`src/rtl/bbc_pkg.sv`:
```
// Package of offsets, field positions, reset values and carrier types for the buffering registers.
package bbc_pkg;

   // ------------------------------------------------------------------
   // Register offsets (dword aligned byte addresses)
   // ------------------------------------------------------------------
   localparam logic [7:0] BBC_OFF_UPPER_BASE = 8'h24;
   localparam logic [7:0] BBC_OFF_SUBSYS = 8'h2c;
   localparam logic [7:0] BBC_OFF_CAP_PTR = 8'h34;
   localparam logic [7:0] BBC_OFF_ROM_BASE = 8'h38;
   localparam logic [7:0] BBC_OFF_INTR = 8'h3c;
   localparam logic [7:0] BBC_OFF_BUF_CTRL = 8'h40;
   localparam logic [7:0] BBC_OFF_SEC_CMD = 8'h44;

   // ------------------------------------------------------------------
   // Field positions in the buffering and chip control word
   // ------------------------------------------------------------------
   localparam int BBC_B_PARK = 0;
   localparam int BBC_B_DYN_DIS = 1;
   localparam int BBC_B_PRED_DIS = 2;
   localparam int BBC_F_RDMULT_LO = 4;
   localparam int BBC_F_RDLINE_LO = 6;
   localparam int BBC_F_RDPLAIN_LO = 8;
   localparam int BBC_B_SPECIAL_RD = 10;
   localparam int BBC_F_MAXRD_LO = 12;
   localparam int BBC_B_FC_RATE = 15;
   localparam int BBC_B_RETRY_EXP = 16;
   localparam int BBC_F_RETRY_LO = 17;
   localparam int BBC_B_DISC_DIS = 19;
   localparam int BBC_B_DISC_SHORT = 20;
   localparam int BBC_F_CRS_LO = 21;
   localparam int BBC_B_IN_ORDER = 23;
   localparam int BBC_F_CPL_LO = 24;
   localparam int BBC_B_ISO_EN = 26;
   localparam int BBC_F_TC_LO = 27;
   localparam int BBC_B_LOOPBACK = 30;
   localparam int BBC_B_LOCKOUT = 31;

   // ------------------------------------------------------------------
   // Values after reset, write masks and fixed read values
   // ------------------------------------------------------------------
   localparam logic [31:0] BBC_RST_BUF_CTRL = 32'h0920_0020;
   localparam logic [31:0] BBC_CTRL_WMASK = 32'hFFFE_F7F7;
   localparam logic [31:0] BBC_CAP_PTR_VAL = 32'h0000_0080;
   localparam logic [31:0] BBC_ROM_BASE_VAL = 32'h0000_0000;
   localparam logic [31:0] BBC_RST_UPPER_BASE = 32'h0000_0000;
   localparam logic [7:0] BBC_RST_INTR_LINE = 8'h00;
   localparam logic [7:0] BBC_INTR_PIN_REV = 8'h01;
   localparam logic [7:0] BBC_INTR_PIN_FWD = 8'h00;
   localparam logic [7:0] BBC_MIN_GRANT_VAL = 8'h00;
   localparam logic [7:0] BBC_MAX_LAT_VAL = 8'h00;
   localparam logic [15:0] BBC_SEC_CMD_WMASK = 16'h0547;
   localparam logic [15:0] BBC_RST_SEC_CMD = 16'h0000;
   localparam logic [15:0] BBC_SUBSYS_VENDOR = 16'h0000;
   localparam logic [15:0] BBC_SUBSYS_DEVICE = 16'h0000;

   // ------------------------------------------------------------------
   // Decoded timer counts and byte counts
   // ------------------------------------------------------------------
   localparam logic [7:0] BBC_DISC_SHORT_CLKS = 8'h40;
   localparam logic [31:0] BBC_RETRY_LIM_256 = 32'h0000_0100;
   localparam logic [31:0] BBC_RETRY_LIM_64K = 32'h0001_0000;
   localparam logic [31:0] BBC_RETRY_LIM_2G = 32'h8000_0000;
   localparam logic [12:0] BBC_BYTES_128 = 13'h0080;
   localparam logic [12:0] BBC_BYTES_256 = 13'h0100;
   localparam logic [12:0] BBC_BYTES_512 = 13'h0200;
   localparam logic [12:0] BBC_BYTES_1024 = 13'h0400;
   localparam logic [12:0] BBC_BYTES_2048 = 13'h0800;
   localparam logic [12:0] BBC_BYTES_4096 = 13'h1000;

   // Timer periods in microseconds, and the cycle counts at 250 MHz.
   localparam int BBC_CLK_MHZ = 250;
   localparam int BBC_CRS_US_0 = 25;
   localparam int BBC_CRS_US_1 = 500;
   localparam int BBC_CRS_US_2 = 5000;
   localparam int BBC_CRS_US_3 = 25000;
   localparam int BBC_CPL_US_0 = 50;
   localparam int BBC_CPL_US_1 = 10000;
   localparam logic [23:0] BBC_CRS_CYC_0 = 24'(BBC_CRS_US_0 * BBC_CLK_MHZ);
   localparam logic [23:0] BBC_CRS_CYC_1 = 24'(BBC_CRS_US_1 * BBC_CLK_MHZ);
   localparam logic [23:0] BBC_CRS_CYC_2 = 24'(BBC_CRS_US_2 * BBC_CLK_MHZ);
   localparam logic [23:0] BBC_CRS_CYC_3 = 24'(BBC_CRS_US_3 * BBC_CLK_MHZ);
   localparam logic [23:0] BBC_CPL_CYC_0 = 24'(BBC_CPL_US_0 * BBC_CLK_MHZ);
   localparam logic [23:0] BBC_CPL_CYC_1 = 24'(BBC_CPL_US_1 * BBC_CLK_MHZ);

   // Configuration access carried from the configuration port.
   typedef struct packed {
      logic wr;
      logic rd;
      logic [7:0] addr;
      logic [3:0] be;
      logic [31:0] wdata;
   } bbc_cfg_req_t;

   // Decoded settings handed to the datapath.
   typedef struct packed {
      logic park_self;
      logic dyn_prefetch_off;
      logic predict_off;
      logic [1:0] rd_mult_mode;
      logic [1:0] rd_line_mode;
      logic [1:0] rd_plain_mode;
      logic special_rd;
      logic [12:0] max_rd_bytes;
      logic fc_every_credit;
      logic [31:0] retry_limit;
      logic retry_unlimited;
      logic discard_off;
      logic discard_short;
      logic [23:0] crs_cycles;
      logic in_order;
      logic cpl_off;
      logic [23:0] cpl_cycles;
      logic [2:0] traffic_class;
      logic loopback;
      logic cfg_lockout;
   } bbc_ctrl_t;

endpackage : bbc_pkg

```
`src/rtl/bbc_regs.sv`:
```
// Configuration header registers 24h to 44h with buffering and chip control decode.
module bbc_regs
   import bbc_pkg::*;
(
   input wire logic clk,
   input wire logic resetn,
   input wire bbc_cfg_req_t cfg_req,
   input wire logic cfg_from_primary,
   output logic [31:0] cfg_rdata,
   output logic cfg_ack,
   output logic cfg_lockout_retry,
   input wire logic [31:0] upper_setup,
   input wire logic retry_expired,
   input wire logic bridge_discard_en,
   input wire logic bridge_tmo_fwd,
   input wire logic bridge_tmo_rev,
   input wire logic test_mode_strap_a,
   input wire logic test_mode_strap_b,
   input wire logic test_mode_strap_c,
   input wire logic mask_input_strap,
   input wire logic reverse_mode_strap,
   output bbc_ctrl_t ctrl,
   output logic [31:0] upper_base,
   output logic [15:0] sec_cmd,
   output logic [7:0] intr_line,
   output logic discard_bridge_sel
);

   // ------------------------------------------------------------------
   // Strap synchronisers
   // ------------------------------------------------------------------
   // Three stages per strap; a level is accepted once stages two and three agree.
   // Straps are static in use; the filter only rides out a pin still settling
   // at power-up. Until the filtered levels arrive the block behaves as a
   // forward bridge, which is also the safe choice for the lockout and loopback bits.
   logic [4:0] strap_s1_reg;
   logic [4:0] strap_s2_reg;
   logic [4:0] strap_s3_reg;
   logic [4:0] strap_reg;

   always_ff @(posedge clk)
   begin
      if (!resetn)
      begin
         strap_s1_reg <= 5'h00;
         strap_s2_reg <= 5'h00;
         strap_s3_reg <= 5'h00;
      end
      else
      begin
         strap_s1_reg <= {reverse_mode_strap, mask_input_strap, test_mode_strap_c,
                          test_mode_strap_b, test_mode_strap_a};
         strap_s2_reg <= strap_s1_reg;
         strap_s3_reg <= strap_s2_reg;
      end
   end

   // Filtered strap levels, updated per bit only when two stages agree.
   always_ff @(posedge clk)
   begin
      if (!resetn)
      begin
         strap_reg <= 5'h00;
      end
      else
      begin
         for (int i = 0; i < 5; i++)
         begin
            if (strap_s2_reg[i] == strap_s3_reg[i])
            begin
               strap_reg[i] <= strap_s3_reg[i];
            end
         end
      end
   end

   logic reverse_mode;
   logic loop_straps_ok;
   assign reverse_mode = strap_reg[4];
   // Loopback strap pattern: a low, b high, c high, mask high, reverse high.
   assign loop_straps_ok = !strap_reg[0] && strap_reg[1] && strap_reg[2] && strap_reg[3]
                           && strap_reg[4];

   // ------------------------------------------------------------------
   // Write decode
   // ------------------------------------------------------------------
   logic [31:0] be_mask;
   logic wr_ctrl;
   logic wr_intr;
   logic wr_sec;
   logic wr_upper;
   logic access_ok;
   // Stored control word: plain fields, the status flag, and the word as read.
   logic [31:0] ctrl_rw_reg;
   logic retry_exp_reg;
   logic [31:0] ctrl_reg;

   assign be_mask = {{8{cfg_req.be[3]}}, {8{cfg_req.be[2]}}, {8{cfg_req.be[1]}},
                     {8{cfg_req.be[0]}}};

   // ------------------------------------------------------------------
   // Access check
   // ------------------------------------------------------------------
   // While the lockout bit is set only the secondary side reaches the registers.
   // A refused primary access neither writes nor reads; it gets a retry pulse so
   // that the port logic can return the retry status that the bridge mode needs.
   // The lockout bit stays writable from the secondary side, the only way out.
   // Primary lockout check
   assign access_ok = !(ctrl_reg[BBC_B_LOCKOUT] && cfg_from_primary);

   assign wr_ctrl = cfg_req.wr && access_ok && (cfg_req.addr == BBC_OFF_BUF_CTRL);
   assign wr_intr = cfg_req.wr && access_ok && (cfg_req.addr == BBC_OFF_INTR);
   assign wr_sec = cfg_req.wr && access_ok && (cfg_req.addr == BBC_OFF_SEC_CMD);
   assign wr_upper = cfg_req.wr && access_ok && (cfg_req.addr == BBC_OFF_UPPER_BASE);

   // ------------------------------------------------------------------
   // Buffering and chip control register
   // ------------------------------------------------------------------
   logic [31:0] ctrl_wmask;

   // The loopback bit is read-only in forward mode, so it drops out of the mask.
   always_comb
   begin
      ctrl_wmask = BBC_CTRL_WMASK & be_mask;
      if (!reverse_mode)
      begin
         ctrl_wmask[BBC_B_LOOPBACK] = 1'b0;
      end
   end

   // Plain read/write fields. The mask keeps reserved bits 3 and 11 and the
   // status bit at their reset values, so one masked merge covers the word.
   always_ff @(posedge clk)
   begin
      if (!resetn)
      begin
         ctrl_rw_reg <= BBC_RST_BUF_CTRL;
      end
      else if (wr_ctrl)
      begin
         ctrl_rw_reg <= (ctrl_rw_reg & ~ctrl_wmask) | (cfg_req.wdata & ctrl_wmask);
      end
   end

   // Retry expiry flag; a new expiry in the clearing cycle wins over the clear.
   always_ff @(posedge clk)
   begin
      if (!resetn)
      begin
         retry_exp_reg <= BBC_RST_BUF_CTRL[BBC_B_RETRY_EXP];
      end
      else if (retry_expired)
      begin
         retry_exp_reg <= 1'b1;
      end
      else if (wr_ctrl && cfg_req.be[2] && cfg_req.wdata[BBC_B_RETRY_EXP])
      begin
         retry_exp_reg <= 1'b0;
      end
   end

   // The flag sits in its own flop so set and clear priority stays in one place.
   // Bit 16 of the plain store never moves: its mask and reset bits are zero.
   assign ctrl_reg = {ctrl_rw_reg[31:17], retry_exp_reg, ctrl_rw_reg[15:0]};

   // ------------------------------------------------------------------
   // Other writable registers
   // ------------------------------------------------------------------
   logic [31:0] upper_reg;
   logic [7:0] intr_line_reg;
   logic [15:0] sec_cmd_reg;
   logic [31:0] upper_wmask;

   assign upper_wmask = upper_setup[31] ? (upper_setup & be_mask) : 32'h0000_0000;

   // Upper window base; cleared while its setup disables it.
   always_ff @(posedge clk)
   begin
      if (!resetn)
      begin
         upper_reg <= BBC_RST_UPPER_BASE;
      end
      else if (!upper_setup[31])
      begin
         upper_reg <= BBC_RST_UPPER_BASE;
      end
      else if (wr_upper)
      begin
         upper_reg <= (upper_reg & ~upper_wmask) | (cfg_req.wdata & upper_wmask);
      end
   end

   // Interrupt line byte and secondary command word.
   always_ff @(posedge clk)
   begin
      if (!resetn)
      begin
         intr_line_reg <= BBC_RST_INTR_LINE;
         sec_cmd_reg <= BBC_RST_SEC_CMD;
      end
      else
      begin
         if (wr_intr && cfg_req.be[0])
         begin
            intr_line_reg <= cfg_req.wdata[7:0];
         end
         if (wr_sec)
         begin
            sec_cmd_reg <= (sec_cmd_reg & ~(BBC_SEC_CMD_WMASK & be_mask[15:0]))
                           | (cfg_req.wdata[15:0] & BBC_SEC_CMD_WMASK & be_mask[15:0]);
         end
      end
   end

   // ------------------------------------------------------------------
   // Read mux
   // ------------------------------------------------------------------
   logic [31:0] rdata_next;
   logic [31:0] rdata_reg;
   logic ack_reg;
   logic retry_reg;

   // Reserved offsets 28h and 30h read zero like any unmapped offset.
   // Read data is driven only for an accepted read, so the port sees
   // zero on every other cycle and needs no qualifying of its own.
   always_comb
   begin
      rdata_next = 32'h0000_0000;
      unique case (cfg_req.addr)
         BBC_OFF_UPPER_BASE: rdata_next = upper_reg;
         BBC_OFF_SUBSYS: rdata_next = {BBC_SUBSYS_DEVICE, BBC_SUBSYS_VENDOR};
         BBC_OFF_CAP_PTR: rdata_next = BBC_CAP_PTR_VAL;
         BBC_OFF_ROM_BASE: rdata_next = BBC_ROM_BASE_VAL;
         BBC_OFF_INTR: rdata_next = {BBC_MAX_LAT_VAL, BBC_MIN_GRANT_VAL,
                                     reverse_mode ? BBC_INTR_PIN_REV : BBC_INTR_PIN_FWD,
                                     intr_line_reg};
         BBC_OFF_BUF_CTRL: rdata_next = ctrl_reg;
         BBC_OFF_SEC_CMD: rdata_next = {16'h0000, sec_cmd_reg};
         default: rdata_next = 32'h0000_0000;
      endcase
   end

   // One-cycle answer; a locked-out primary access answers with retry instead.
   always_ff @(posedge clk)
   begin
      if (!resetn)
      begin
         rdata_reg <= 32'h0000_0000;
         ack_reg <= 1'b0;
         retry_reg <= 1'b0;
      end
      else
      begin
         ack_reg <= (cfg_req.rd || cfg_req.wr) && access_ok;
         retry_reg <= (cfg_req.rd || cfg_req.wr) && !access_ok;
         rdata_reg <= (cfg_req.rd && access_ok) ? rdata_next : 32'h0000_0000;
      end
   end

   assign cfg_rdata = rdata_reg;
   assign cfg_ack = ack_reg;
   assign cfg_lockout_retry = retry_reg;

   // ------------------------------------------------------------------
   // Decoded settings for the datapath
   // ------------------------------------------------------------------
   // Every field is decoded next to its register so the datapath never
   // needs the encodings. Prefetch modes pass as raw codes because their
   // meaning depends on the bus mode, which this block does not see.
   // Reserved codes decode to the documented fallbacks rather than to a
   // separate error, since software may legally write them.
   always_comb
   begin
      ctrl.park_self = ctrl_reg[BBC_B_PARK];
      ctrl.dyn_prefetch_off = ctrl_reg[BBC_B_DYN_DIS];
      ctrl.predict_off = ctrl_reg[BBC_B_PRED_DIS];
      ctrl.rd_mult_mode = ctrl_reg[BBC_F_RDMULT_LO +: 2];
      ctrl.rd_line_mode = ctrl_reg[BBC_F_RDLINE_LO +: 2];
      ctrl.rd_plain_mode = ctrl_reg[BBC_F_RDPLAIN_LO +: 2];
      ctrl.special_rd = ctrl_reg[BBC_B_SPECIAL_RD];
      unique case (ctrl_reg[BBC_F_MAXRD_LO +: 3])
         3'b001: ctrl.max_rd_bytes = BBC_BYTES_128;
         3'b010: ctrl.max_rd_bytes = BBC_BYTES_256;
         3'b100: ctrl.max_rd_bytes = BBC_BYTES_1024;
         3'b101: ctrl.max_rd_bytes = BBC_BYTES_2048;
         3'b110: ctrl.max_rd_bytes = BBC_BYTES_4096;
         default: ctrl.max_rd_bytes = BBC_BYTES_512;
      endcase
      ctrl.fc_every_credit = ctrl_reg[BBC_B_FC_RATE];
      ctrl.retry_unlimited = (ctrl_reg[BBC_F_RETRY_LO +: 2] == 2'b00);
      unique case (ctrl_reg[BBC_F_RETRY_LO +: 2])
         2'b01: ctrl.retry_limit = BBC_RETRY_LIM_256;
         2'b10: ctrl.retry_limit = BBC_RETRY_LIM_64K;
         2'b11: ctrl.retry_limit = BBC_RETRY_LIM_2G;
         default: ctrl.retry_limit = 32'h0000_0000;
      endcase
      ctrl.discard_off = ctrl_reg[BBC_B_DISC_DIS] || !bridge_discard_en;
      ctrl.discard_short = ctrl_reg[BBC_B_DISC_SHORT];
      // Timer counts assume the 250 MHz clock; another clock needs new
      // package constants, not new logic.
      // Config retry timer
      unique case (ctrl_reg[BBC_F_CRS_LO +: 2])
         2'b00: ctrl.crs_cycles = BBC_CRS_CYC_0;
         2'b01: ctrl.crs_cycles = BBC_CRS_CYC_1;
         2'b10: ctrl.crs_cycles = BBC_CRS_CYC_2;
         2'b11: ctrl.crs_cycles = BBC_CRS_CYC_3;
      endcase
      ctrl.in_order = ctrl_reg[BBC_B_IN_ORDER];
      ctrl.cpl_off = (ctrl_reg[BBC_F_CPL_LO +: 2] == 2'b11);
      ctrl.cpl_cycles = (ctrl_reg[BBC_F_CPL_LO +: 2] == 2'b00) ? BBC_CPL_CYC_0 : BBC_CPL_CYC_1;
      ctrl.traffic_class = ctrl_reg[BBC_B_ISO_EN] ? ctrl_reg[BBC_F_TC_LO +: 3] : 3'b000;
      ctrl.loopback = ctrl_reg[BBC_B_LOOPBACK] && loop_straps_ok;
      ctrl.cfg_lockout = ctrl_reg[BBC_B_LOCKOUT];
   end

   assign discard_bridge_sel = reverse_mode ? bridge_tmo_rev : bridge_tmo_fwd;

   assign upper_base = upper_reg;
   assign sec_cmd = sec_cmd_reg;
   assign intr_line = intr_line_reg;

endmodule : bbc_regs

```
`config.mk`:
```
export PLATFORM = sky130hd
export DESIGN_NAME = bbc_regs
export DESIGN_NICKNAME = d
export VERILOG_FILES = /design/src/rtl/bbc_pkg.sv /design/src/rtl/bbc_regs.sv
export SDC_FILE = /design/constraint.sdc
export NUM_CORES = 1
export LEC_CHECK = 0
export ABC_AREA = 0
export BUFFER_PORTS_ARGS = -buffer_cell sky130_fd_sc_hd__buf_2
export CORE_AREA = 2 2 125 127
export CTS_CLUSTER_DIAMETER = 100
export DETAILED_ROUTE_END_ITERATION = 16
export DIE_AREA = 0 0 127 129
export PLACE_DENSITY_LB_ADDON = 0.2
export SLEW_MARGIN = 20
export SYNTH_ARGS = -nofsm -noshare
export SYNTH_HDL_FRONTEND = slang
export SYNTH_SLANG_ARGS = --single-unit
```
`constraint.sdc`:
```
create_clock -name clk -period 4.6 [get_ports clk]
set_clock_uncertainty 0.2 [all_clocks]
set_input_delay 0.23 -clock clk [delete_from_list [all_inputs] [get_ports clk]]
set_output_delay 0.23 -clock clk [all_outputs]
set_load 0.02 [all_outputs]
```
* Yosys cells after proc, flatten, opt, wreduce, memory -nomap -nowiden
Cells that the tools add are included.
** Storage, ports and cells
- Output and inout port bits :: 205
- Bits of input ports :: 90
- Bits in registers :: 143
- Word-level logic and storage cells :: 91
** Operators by class
- Eq/ne operators :: 22
- Muxes and demuxes :: 12
- Reductions and logical operators :: 28
- Bitwise gates (word level) :: 13
** Operators by type and width (number)
- $and A32 B32 Y32 :: 5
- $pmux W32 S5 :: 1
- $pmux W24 S4 :: 1
- $pmux W32 S3 :: 1
- $pmux W13 S5 :: 1
- $not A32 Y32 :: 2
- $or A32 B32 Y32 :: 2
- $mux W32 :: 1
- $eq A8 B6 Y1 const B :: 3
- $mux W22 :: 1
- $logic_and A1 B1 Y1 :: 17
- $and A11 B16 Y16 :: 1
- $and A16 B16 Y16 :: 1
- $eq A8 B7 Y1 const B :: 2
- $not A11 Y16 :: 1
- $or A16 B16 Y16 :: 1
- $eq A2 B2 Y1 const B :: 5
- $eq A3 B3 Y1 const B :: 3
- $logic_not A2 Y1 :: 3
- $eq A1 B1 Y1 :: 5
- $mux W1 :: 5
- $eq A2 B1 Y1 const B :: 2
- $reduce_and A2 Y1 :: 2
- $eq A3 B1 Y1 const B :: 1
- 5 further kinds :: 8

* Logic depth before layout (Yosys ltp)
Gate-level depths: netlist of the first run.
- Depth after elaboration :: 8
- Gate-level depth with buffers :: 6
- Depth with buffers taken out :: 4

* Worst setup path before layout of the first run
Ideal clock, no wire load.
- Kind :: input to register
- Start point :: input port cfg_req[40] (netlist name)
- End point :: register with a tool-made name
- Slack :: 2575 ps
- Data required time :: 4284 ps
- Arrival :: 1709 ps
- Stages on the path :: 6
- Path through :: or4b_1 > buf_4 > nor4_4 > buf_6 > a21oi_1 > a41o_1
** RTL lines
- from (decl) :: RTL line bbc_regs.sv:7 : input wire bbc_cfg_req_t cfg_req,

==> run summary, run 1 <==
Outcome: finished clean
Cts bufs inserted: 17
CTS H-tree depth: 4
Drt first pass iters: 4
Clock sinks: 130
Post-synthesis cell area: 5940 um^2
Worst EP arrival: 3.08 ns
Die area: 16400 um^2
Min Tclk post-route: 2.98 ns
Mean post-synth cell area: 8.78 um^2
Max Buffers Root-to-Sink: 2
Fin nets: 995
Unique masters post-synth: 42
First-iteration detailed-routing DRC count: 428
Number of I/O port buffers: 229
Initial antenna violation count: 0
Seq/Total Area, Yosys: 43.8%
Post-synth top area share: 43.8%
Fin worst setup slack: 1.62 ns
CTS tree: yes
# diodes: 0
Crit path capture type: register
Hold WC Path Type: input pin to register
RSZ-0062 raised after global routing: false
Hold slack: 0.0421 ns
First-pass GRT wire length: 27300 um
Share of async-settable or async-resettable flops after synthesis: 0%
Pin count of the biggest net entering global routing: 70
Via count: 5557
Achievable frequency: 336 MHz
Core region area: 15000 um^2
Max-slew violations: 0
Slew headroom: 32.0%
#FFs+latches synth: 130
Num rows: 45
Routability-driven placement congestion ratio: 0.798
Setup Crit Path Kind: input pin to register
Final hold vios: 0
Io pins: 295
Die W: 127 um
Vias in the first global route: 4936
Yosys warnings: 0
GRT overflow: 0
Reg clk slew, reported paths: 0.06 ns
Worst-Margin Slew: 1.01 ns
Crit start category: input pin
Worst-Skew Late Latency: 0.41 ns
Final cycle utilization of the critical path: 64.8%
Synth Flop Type: dfxtp_1
Area Growth Syn to Fin: 31.8%
Area contributors post-synth: dfxtp_1 44%, buf_4 12%, mux2i_1 6.4%
Layout cells sized above 1: 29.9%
Post-DP HPWL: 12700 um
Crit-path max FO: 25
Root Driver: clkbuf_16
Wirelength per Cell: 16.3 um
Number of flops mapped to enable cells by yosys: 0
Post-DP Area: 6740 um^2
Die Y: 129 um
Drt total wl: 18000 um
Gr usage total: 21.6%
Initial core utilization: 39.7%
Post-Synthesis Cells: 677
MaxCap Viol Count: 0
Pwr Density: 341 nW/um^2
Setup_tns: 0 ns
Post-route cell area: 7830 um^2
Vias per cell: 5.03
WP data required: 4.70 ns
Post-route ant nets: 0
Place WS: 1.75 ns
Maximum vdd drop: 0.000248 V
Top cell type by total area after synthesis: dfxtp_1
Lkg Pwr: 3.58 nW
Setup-failing EPs final: 0
DR DRC count: 0
-- critical path: stages --
cell	delay, ns
dlygate4sd3_1	0.54
buf_2	0.15
a21bo_2	0.42
nor4_4	0.79
a21oi_1	0.17
a41o_1	0.23
dlygate4sd3_1	0.54
-- cell usage after synthesis, drive strengths merged, types with 2 or more instances --
master,n
and3b,3
conb,2
a22o,6
and2,24
nor2,59
o21ai,37
a41o,7
dfxtp,130
nor4,26
nand2,49
clkbuf,32
or2,2
nand4,9
a22oi,25
buf,110
mux2i,38
a222oi,5
nand2b,2
inv,6
a21boi,6
o21a,2
nor3,2
nor3b,5
nor2b,11
nor4b,4
and3,2
nand3,55
a21oi,10
or4b,2
-- final timing paths --
kind,startpoint,endpoint,slack [ns],cells past startpoint
setup / recovery,cfg_from_primary,register,1.62,7
hold reg to reg,strap_s1_reg[2],strap_s2_reg[2],0.23,1
setup reg to reg,register,register,1.75,5
hold / removal,upper_setup[0],register,0.04,5
-- logic make-up after synthesis --
logic type / synth area share, %
flip-flops: 43.8
buffers and inverters: 15.8
AND/OR/NAND/NOR: 22.1
multiplexers: 6.59
other: 0.126
AO/OA/AOI/OAI: 11.6
-- layer usage --
metal | wire, um | GRT usage (%) | vias to the layer above
met5 | 0 | 0 | -
met3 | 1420 | 5.65 | 26
met1 | 7610 | 27.8 | 2594
met4 | 303 | 7.43 | 0
met2 | 8700 | 35.4 | 273
li1 | - | - | 2664
-- cells in the final DEF, fill, tap and decap left out, drive strengths merged, types with 4 or more instances in the layout --
cell type	n
o21ai	37
mux2i	38
and2	24
buf	237
a21boi	6
inv	6
nor2	59
dfxtp	130
nand4	9
nor2b	11
clkbuf	25
nand3	55
a41o	7
a222oi	5
a21oi	10
a22oi	25
nor3b	5
nand2	49
nor4b	4
nor4	26
conb	65
a22o	6
dlygate4sd3	51
-- power breakdown --
group          switching [W]  total (W)  internal [W]
registers         0.00000259    0.00114       0.00113
clock network       0.000471    0.00133      0.000861
logic               0.000133   0.000206     0.0000735
-- final cells by class --
cell class	instances	area, um^2
Fill cell	1424	7140
Inverter	6	22.5
Clock buffer	25	505
Timing Repair Buffer	288	1720
Sequential cell	130	2600
Tap cell	188	235
Clock inverter	5	75.1
Multi-Input combinational cell	462	2680
-- per-stage QoR --
| step | instances | utilization [%] | power (W) |
|---|---|---|---|
| finish | 1104 | 52.3 | 0.00267 |
| global route | 1104 | 52.3 | 0.00277 |
| detailed placement | 1023 | 45.0 | 0.00133 |
| global placement | 1023 | 45.0 | 0.00133 |
| CTS | 1104 | 52.3 | 0.00269 |
| floorplan | 740 | - | 0.00130 |
-- repair_timing --
item	in CTS	in global routing
resized for setup	0	0
buffers inserted	0	0
hold endpoints to repair	83	0
hold buffers	51	0
endpoints found under the setup margin	0	0
Note: power is estimated with default switching activity, not from simulation.
==> run 2: changes to the inputs <==
clock period = 3.1 ns   (was 4.6 ns; I/O delays follow)
==> run summary, run 2 (synthesis results as in run 1) <==
Achievable frequency: 395 MHz
Crit start category: input pin
Root Driver: clkbuf_16
Pwr Density: 491 nW/um^2
Vias in the first global route: 5224
Post-CTS Resized: 0
Gr usage total: 21.9%
CTS tree: yes
Crit path capture type: register
Largest delay contributor family on the critical path: buffers and inverters
Io pins: 295
Die area: 16400 um^2
Die Y: 129 um
Buffer and inverter count on the worst path: 4
Initial core utilization: 39.7%
# diodes: 0
Fin worst setup slack: 0.569 ns
Maximum vdd drop: 0.000364 V
Wirelength per Cell: 16.0 um
Number of I/O port buffers: 229
Setup Crit Path Kind: input pin to register
Slowest CP cell: dlygate4sd3_1
Most frequent cells in the layout: 229 x buf_2, 130 x dfxtp_1, 74 x dlygate4sd3_1, 65 x conb_1, 58 x nor2_1
Cts bufs inserted: 17
Place WS: 0.765 ns
RSZ-0062 raised after global routing: false
Number of cells on the critical path: 8
Placed cells: 1030
Clock sinks: 130
Fin util: 54.3%
Post-route ant nets: 0
MaxCap Viol Count: 0
Fillers: 1417
GRT overflow: 0
Area of the multi-input gates: 2680 um^2
Lkg Pwr: 3.67 nW
Crit path top cell by count: dlygate4sd3_1
Crit-path max FO: 25
Drt total wl: 18200 um
Core region area: 15000 um^2
Final cycle utilization of the critical path: 81.7%
Post-DP HPWL: 12800 um
Fin nets: 1025
Reg clk slew, reported paths: 0.06 ns
CTS H-tree depth: 4
Worst-Skew Late Latency: 0.42 ns
First-pass GRT wire length: 27800 um
Num rows: 45
Layout cells sized above 1: 30.2%
Hold WC Path Type: input pin to register
R2R cell count: 6
Slew headroom: 27.8%
DR DRC count: 0
Finished Layout Cells: 1136
Vias per cell: 4.92
Die W: 127 um
Register area: 2600 um^2
Routability-driven placement congestion ratio: 0.765
Drt first pass iters: 5
Setup-failing EPs final: 0
Via count: 5593
Slowest stage delay, CP: 0.54 ns
CP cell instances: dlygate4sd3_1 -> buf_2 -> a21bo_2 -> nor4_4 -> buf_4 -> a21oi_1 -> a41o_1 -> dlygate4sd3_1
Initial antenna violation count: 0
First-iteration detailed-routing DRC count: 353
Worst-Margin Slew: 1.07 ns
Pin count of the biggest net entering global routing: 42
Area Growth Syn to Fin: 36.8%
Worst EP arrival: 2.64 ns
Tot Pwr: 0.00399 W
Min Tclk post-route: 2.53 ns
Outcome: finished clean
Max-slew violations: 0
WP data required: 3.20 ns
Max Buffers Root-to-Sink: 2
Commonest non-fill, non-tap cell in the layout: buf_2
Final hold vios: 0
Hold path cells: 5
Setup_tns: 0 ns
-- run 2: final timing paths --
kind | to | startpoint | slack, ns
worst min register to register | strap_s2_reg[2] | strap_s1_reg[2] | 0.23
worst min-delay path | register | upper_setup[17] | 0.008
worst max register to register | register | register | 0.62
worst max-delay path | register | cfg_from_primary | 0.57
-- run 2: report_power, final --
group          switching, W  total, W  internal [W]
combinational      0.000199  0.000316      0.000117
sequential       0.00000375   0.00168       0.00168
clock              0.000778   0.00199       0.00121
-- run 2: through the flow --
| stage | instance area, um^2 | hold slack [ns] |
|---|---|---|
| after floorplan | 6180 | 0.0509 |
| after global placement | 6790 | 0.164 |
| after detailed placement | 6790 | 0.167 |
| after CTS | 8130 | 0.00206 |
| after global routing | 8130 | 0.0468 |
| final | 8130 | 0.00771 |
-- run 2: worst register-to-register path, cell delays in order (launching register included) --
cell	delay, ns
dfxtp_1	0.38
a21boi_1	0.18
buf_4	0.20
nand4_1	0.48
mux2i_1	0.31
nand2_1	0.06
dlygate4sd3_1	0.56
-- run 2: final cells by class --
type | instances | share of cell area (%)
Clock inverter | 14 | 1.91
Multi-Input combinational cell | 462 | 32.9
Timing Repair Buffer | 318 | 24.6
Clock buffer | 18 | 5.40
Tap cell | 188 | 2.89
Sequential cell | 130 | 32.0
Inverter | 6 | 0.277
-- run 2: what timing repair did --
action,in CTS,in global routing
hold buffers,74,0
hold endpoints to repair,83,0
buffers inserted,0,0
endpoints found under the setup margin,0,0
-- run 2: metal layers --
layer	GRT usage (%)	vias up	wire [um]
met3	5.45	21	1230
met4	7.05	0	280
li1	-	2720	-
met5	0	-	0
met1	26.5	2618	7700
met2	38.3	234	9000
==> run 3: changes to the inputs <==
ABC_AREA = 1   (was 0)
CORE_AREA = 2 2 129 131   (was 2 2 125 127)
DIE_AREA = 0 0 131 133   (was 0 0 127 129)
clock period = 2.5 ns   (was 3.1 ns; I/O delays follow)
==> run summary, run 3 <==
Core region area: 16200 um^2
Maximum vdd drop: 0.000469 V
Outcome: finished clean
Clock sinks: 130
Crit path capture type: register
Max Buffers Root-to-Sink: 2
Area Growth Syn to Fin: 39.5%
First-iteration detailed-routing DRC count: 359
Hold WC Path Type: input pin to register
Worst-Margin Slew: 0.818 ns
Synth top cells by count: 217 x nand2_1, 130 x dfxtp_1, 111 x nor2_1, 104 x inv_1, 101 x buf_4
Share of async-settable or async-resettable flops after synthesis: 0%
#FFs+latches synth: 130
Wirelength per Cell: 13.7 um
Top cell type by total area after synthesis: dfxtp_1
Count leader, synth: nand2_1
Layout cells sized above 1: 24.8%
Synth Area in Compound Gates: 8.86%
Cts bufs inserted: 17
HP Start: upper_setup[31]
Post-Synth XOR/XNOR Area: 0%
Min Tclk post-route: 2.30 ns
Post-synthesis adder-cell area fraction: 0%
Die W: 131 um
Yosys warnings: 0
Finished Layout Cells: 1431
Final hold vios: 0
Number of I/O port buffers: 229
Worst EP arrival: 2.44 ns
Area contributors post-synth: dfxtp_1 41%, nand2_1 13%, buf_4 12%
R2R cell count: 7
Hold path cells: 5
Pwr Density: 562 nW/um^2
Crit-path max FO: 8
Simple-gate area share of the yosys netlist: 29.0%
Final cycle utilization of the critical path: 92.1%
RSZ-0062 raised after global routing: false
CTS tree: yes
Drt total wl: 19600 um
Place WS: 0.589 ns
Setup Crit Path Kind: input pin to register
Vias per cell: 4.45
Post-route ant nets: 0
Fin worst setup slack: 0.197 ns
Unique masters post-synth: 27
Placed cells: 1291
Synth Flop Type: dfxtp_1
Post-DP HPWL: 13100 um
Worst-Skew Late Latency: 0.42 ns
CTS H-tree depth: 4
Commonest non-fill, non-tap cell in the layout: buf_2
GRT overflow: 0
Die area: 17400 um^2
Number of flops mapped to enable cells by yosys: 0
Initial core utilization: 38.9%
# diodes: 0
Mean post-synth cell area: 7.03 um^2
Routability-driven placement congestion ratio: 0.835
Reg clk slew, reported paths: 0.06 ns
Crit start category: input pin
Gr usage total: 22.0%
Post-synth top area share: 41.3%
Die Y: 133 um
Fin util: 54.3%
Reg2reg setup slack: 0.42 ns
Via count: 6373
Post-CTS Resized: 0
Lkg Pwr: 4.36 nW
Vias in the first global route: 5839
MaxCap Viol Count: 0
Achievable frequency: 434 MHz
Largest family of logic cells by synthesized area: simple AND/OR/NAND/NOR gates
Fin nets: 1288
Root Driver: clkbuf_16
DR DRC count: 0
Max-slew violations: 0
First-pass GRT wire length: 29300 um
Most frequent cells in the layout: 229 x buf_2, 217 x nand2_1, 130 x dfxtp_1, 110 x nor2_1, 104 x inv_1
Initial antenna violation count: 0
Num rows: 47
Io pins: 295
Setup_tns: 0 ns
WP data required: 2.64 ns
Drt first pass iters: 5
Setup-failing EPs final: 0
Post-Synthesis Cells: 896
Pin count of the biggest net entering global routing: 47
Post-synthesis cell area: 6300 um^2
Seq/Total Area, Yosys: 41.3%
Slew headroom: 45.4%
Post-synthesis mux area share: 0.179%
[run 3: cell count changes in the layout (fill, tap and decap cells not counted), moves of 27 or more]
cell,previous run,this run
mux2i_1,38,0
nand2_1,49,217
nor2_1,58,110
dlygate4sd3_1,74,101
inv_1,6,104
a21oi_1,10,78
[run 3: metal layers]
metal / track usage [%] / up-vias / part of all wire [%]
li1: - / 3214 / -
met1: 26.4 / 2891 / 43
met2: 37.4 / 240 / 48
met3: 6.19 / 28 / 6.7
met4: 7.27 / 0 / 1.6
met5: 0 / - / 0
[run 3: repair_timing]
action                                  CTS  global route
endpoints found under the hold margin    87             0
buffers inserted                          0             6
hold buffers                            101             0
endpoints found under the setup margin    0             3
[run 3: logic make-up after synthesis]
| logic type | count (synthesis) |
|---|---|
| flip-flops | 130 |
| multiplexers | 1 |
| AO/OA/AOI/OAI | 110 |
| other | 2 |
| buffers and inverters | 233 |
| AND/OR/NAND/NOR | 420 |
[run 3: metrics by stage]
| step | hold slack [ns] | total power, W | instance area [um^2] |
|---|---|---|---|
| 2_1_floorplan | 0.0226 | 0.00242 | 6530 |
| 3_3_place_gp | 0.105 | 0.00247 | 7140 |
| 3_5_place_dp | 0.110 | 0.00247 | 7140 |
| 4_1_cts | 0.00868 | 0.00497 | 8720 |
| 5_1_grt | 0.0420 | 0.00510 | 8780 |
| 6_report | 0.0273 | 0.00493 | 8780 |
[run 3: area by class of cell]
class / count / area, um^2
inverter: 108 / 405
clock inverter: 14 / 141
multi-input combinational: 597 / 2650
timing repair buffer: 344 / 2270
fill: 1565 / 7390
clock buffer: 18 / 429
tap: 220 / 275
sequential: 130 / 2600
[run 3: worst max path at each step]
stage,from,end,slack [ns],cells past startpoint
after floorplan,register,ctrl[13],0.92,3
after CTS,cfg_req[36],register,0.05,12
after global routing,cfg_req[36],register,0.06,9
after global placement,cfg_req[42],register,0.60,10
after detailed placement,cfg_req[42],register,0.59,10
final,cfg_req[38],register,0.20,11
[run 3: critical path, cell delays in order]
cell,delay [ns]
dlygate4sd3_1,0.54
buf_2,0.14
nor2_1,0.08
nand2_1,0.08
inv_1,0.08
nand2_2,0.16
nor2_4,0.24
buf_4,0.20
nand3_1,0.09
dlygate4sd3_1,0.57
a21oi_1,0.13
[run 3: where the power goes]
part / internal [W] / switching [W] / total [W]
clock network: 0.00146 / 0.000941 / 0.00240
logic: 0.000176 / 0.000267 / 0.000443
registers: 0.00209 / 0.00000535 / 0.00209
total: 0.00372 / 0.00121 / 0.00493
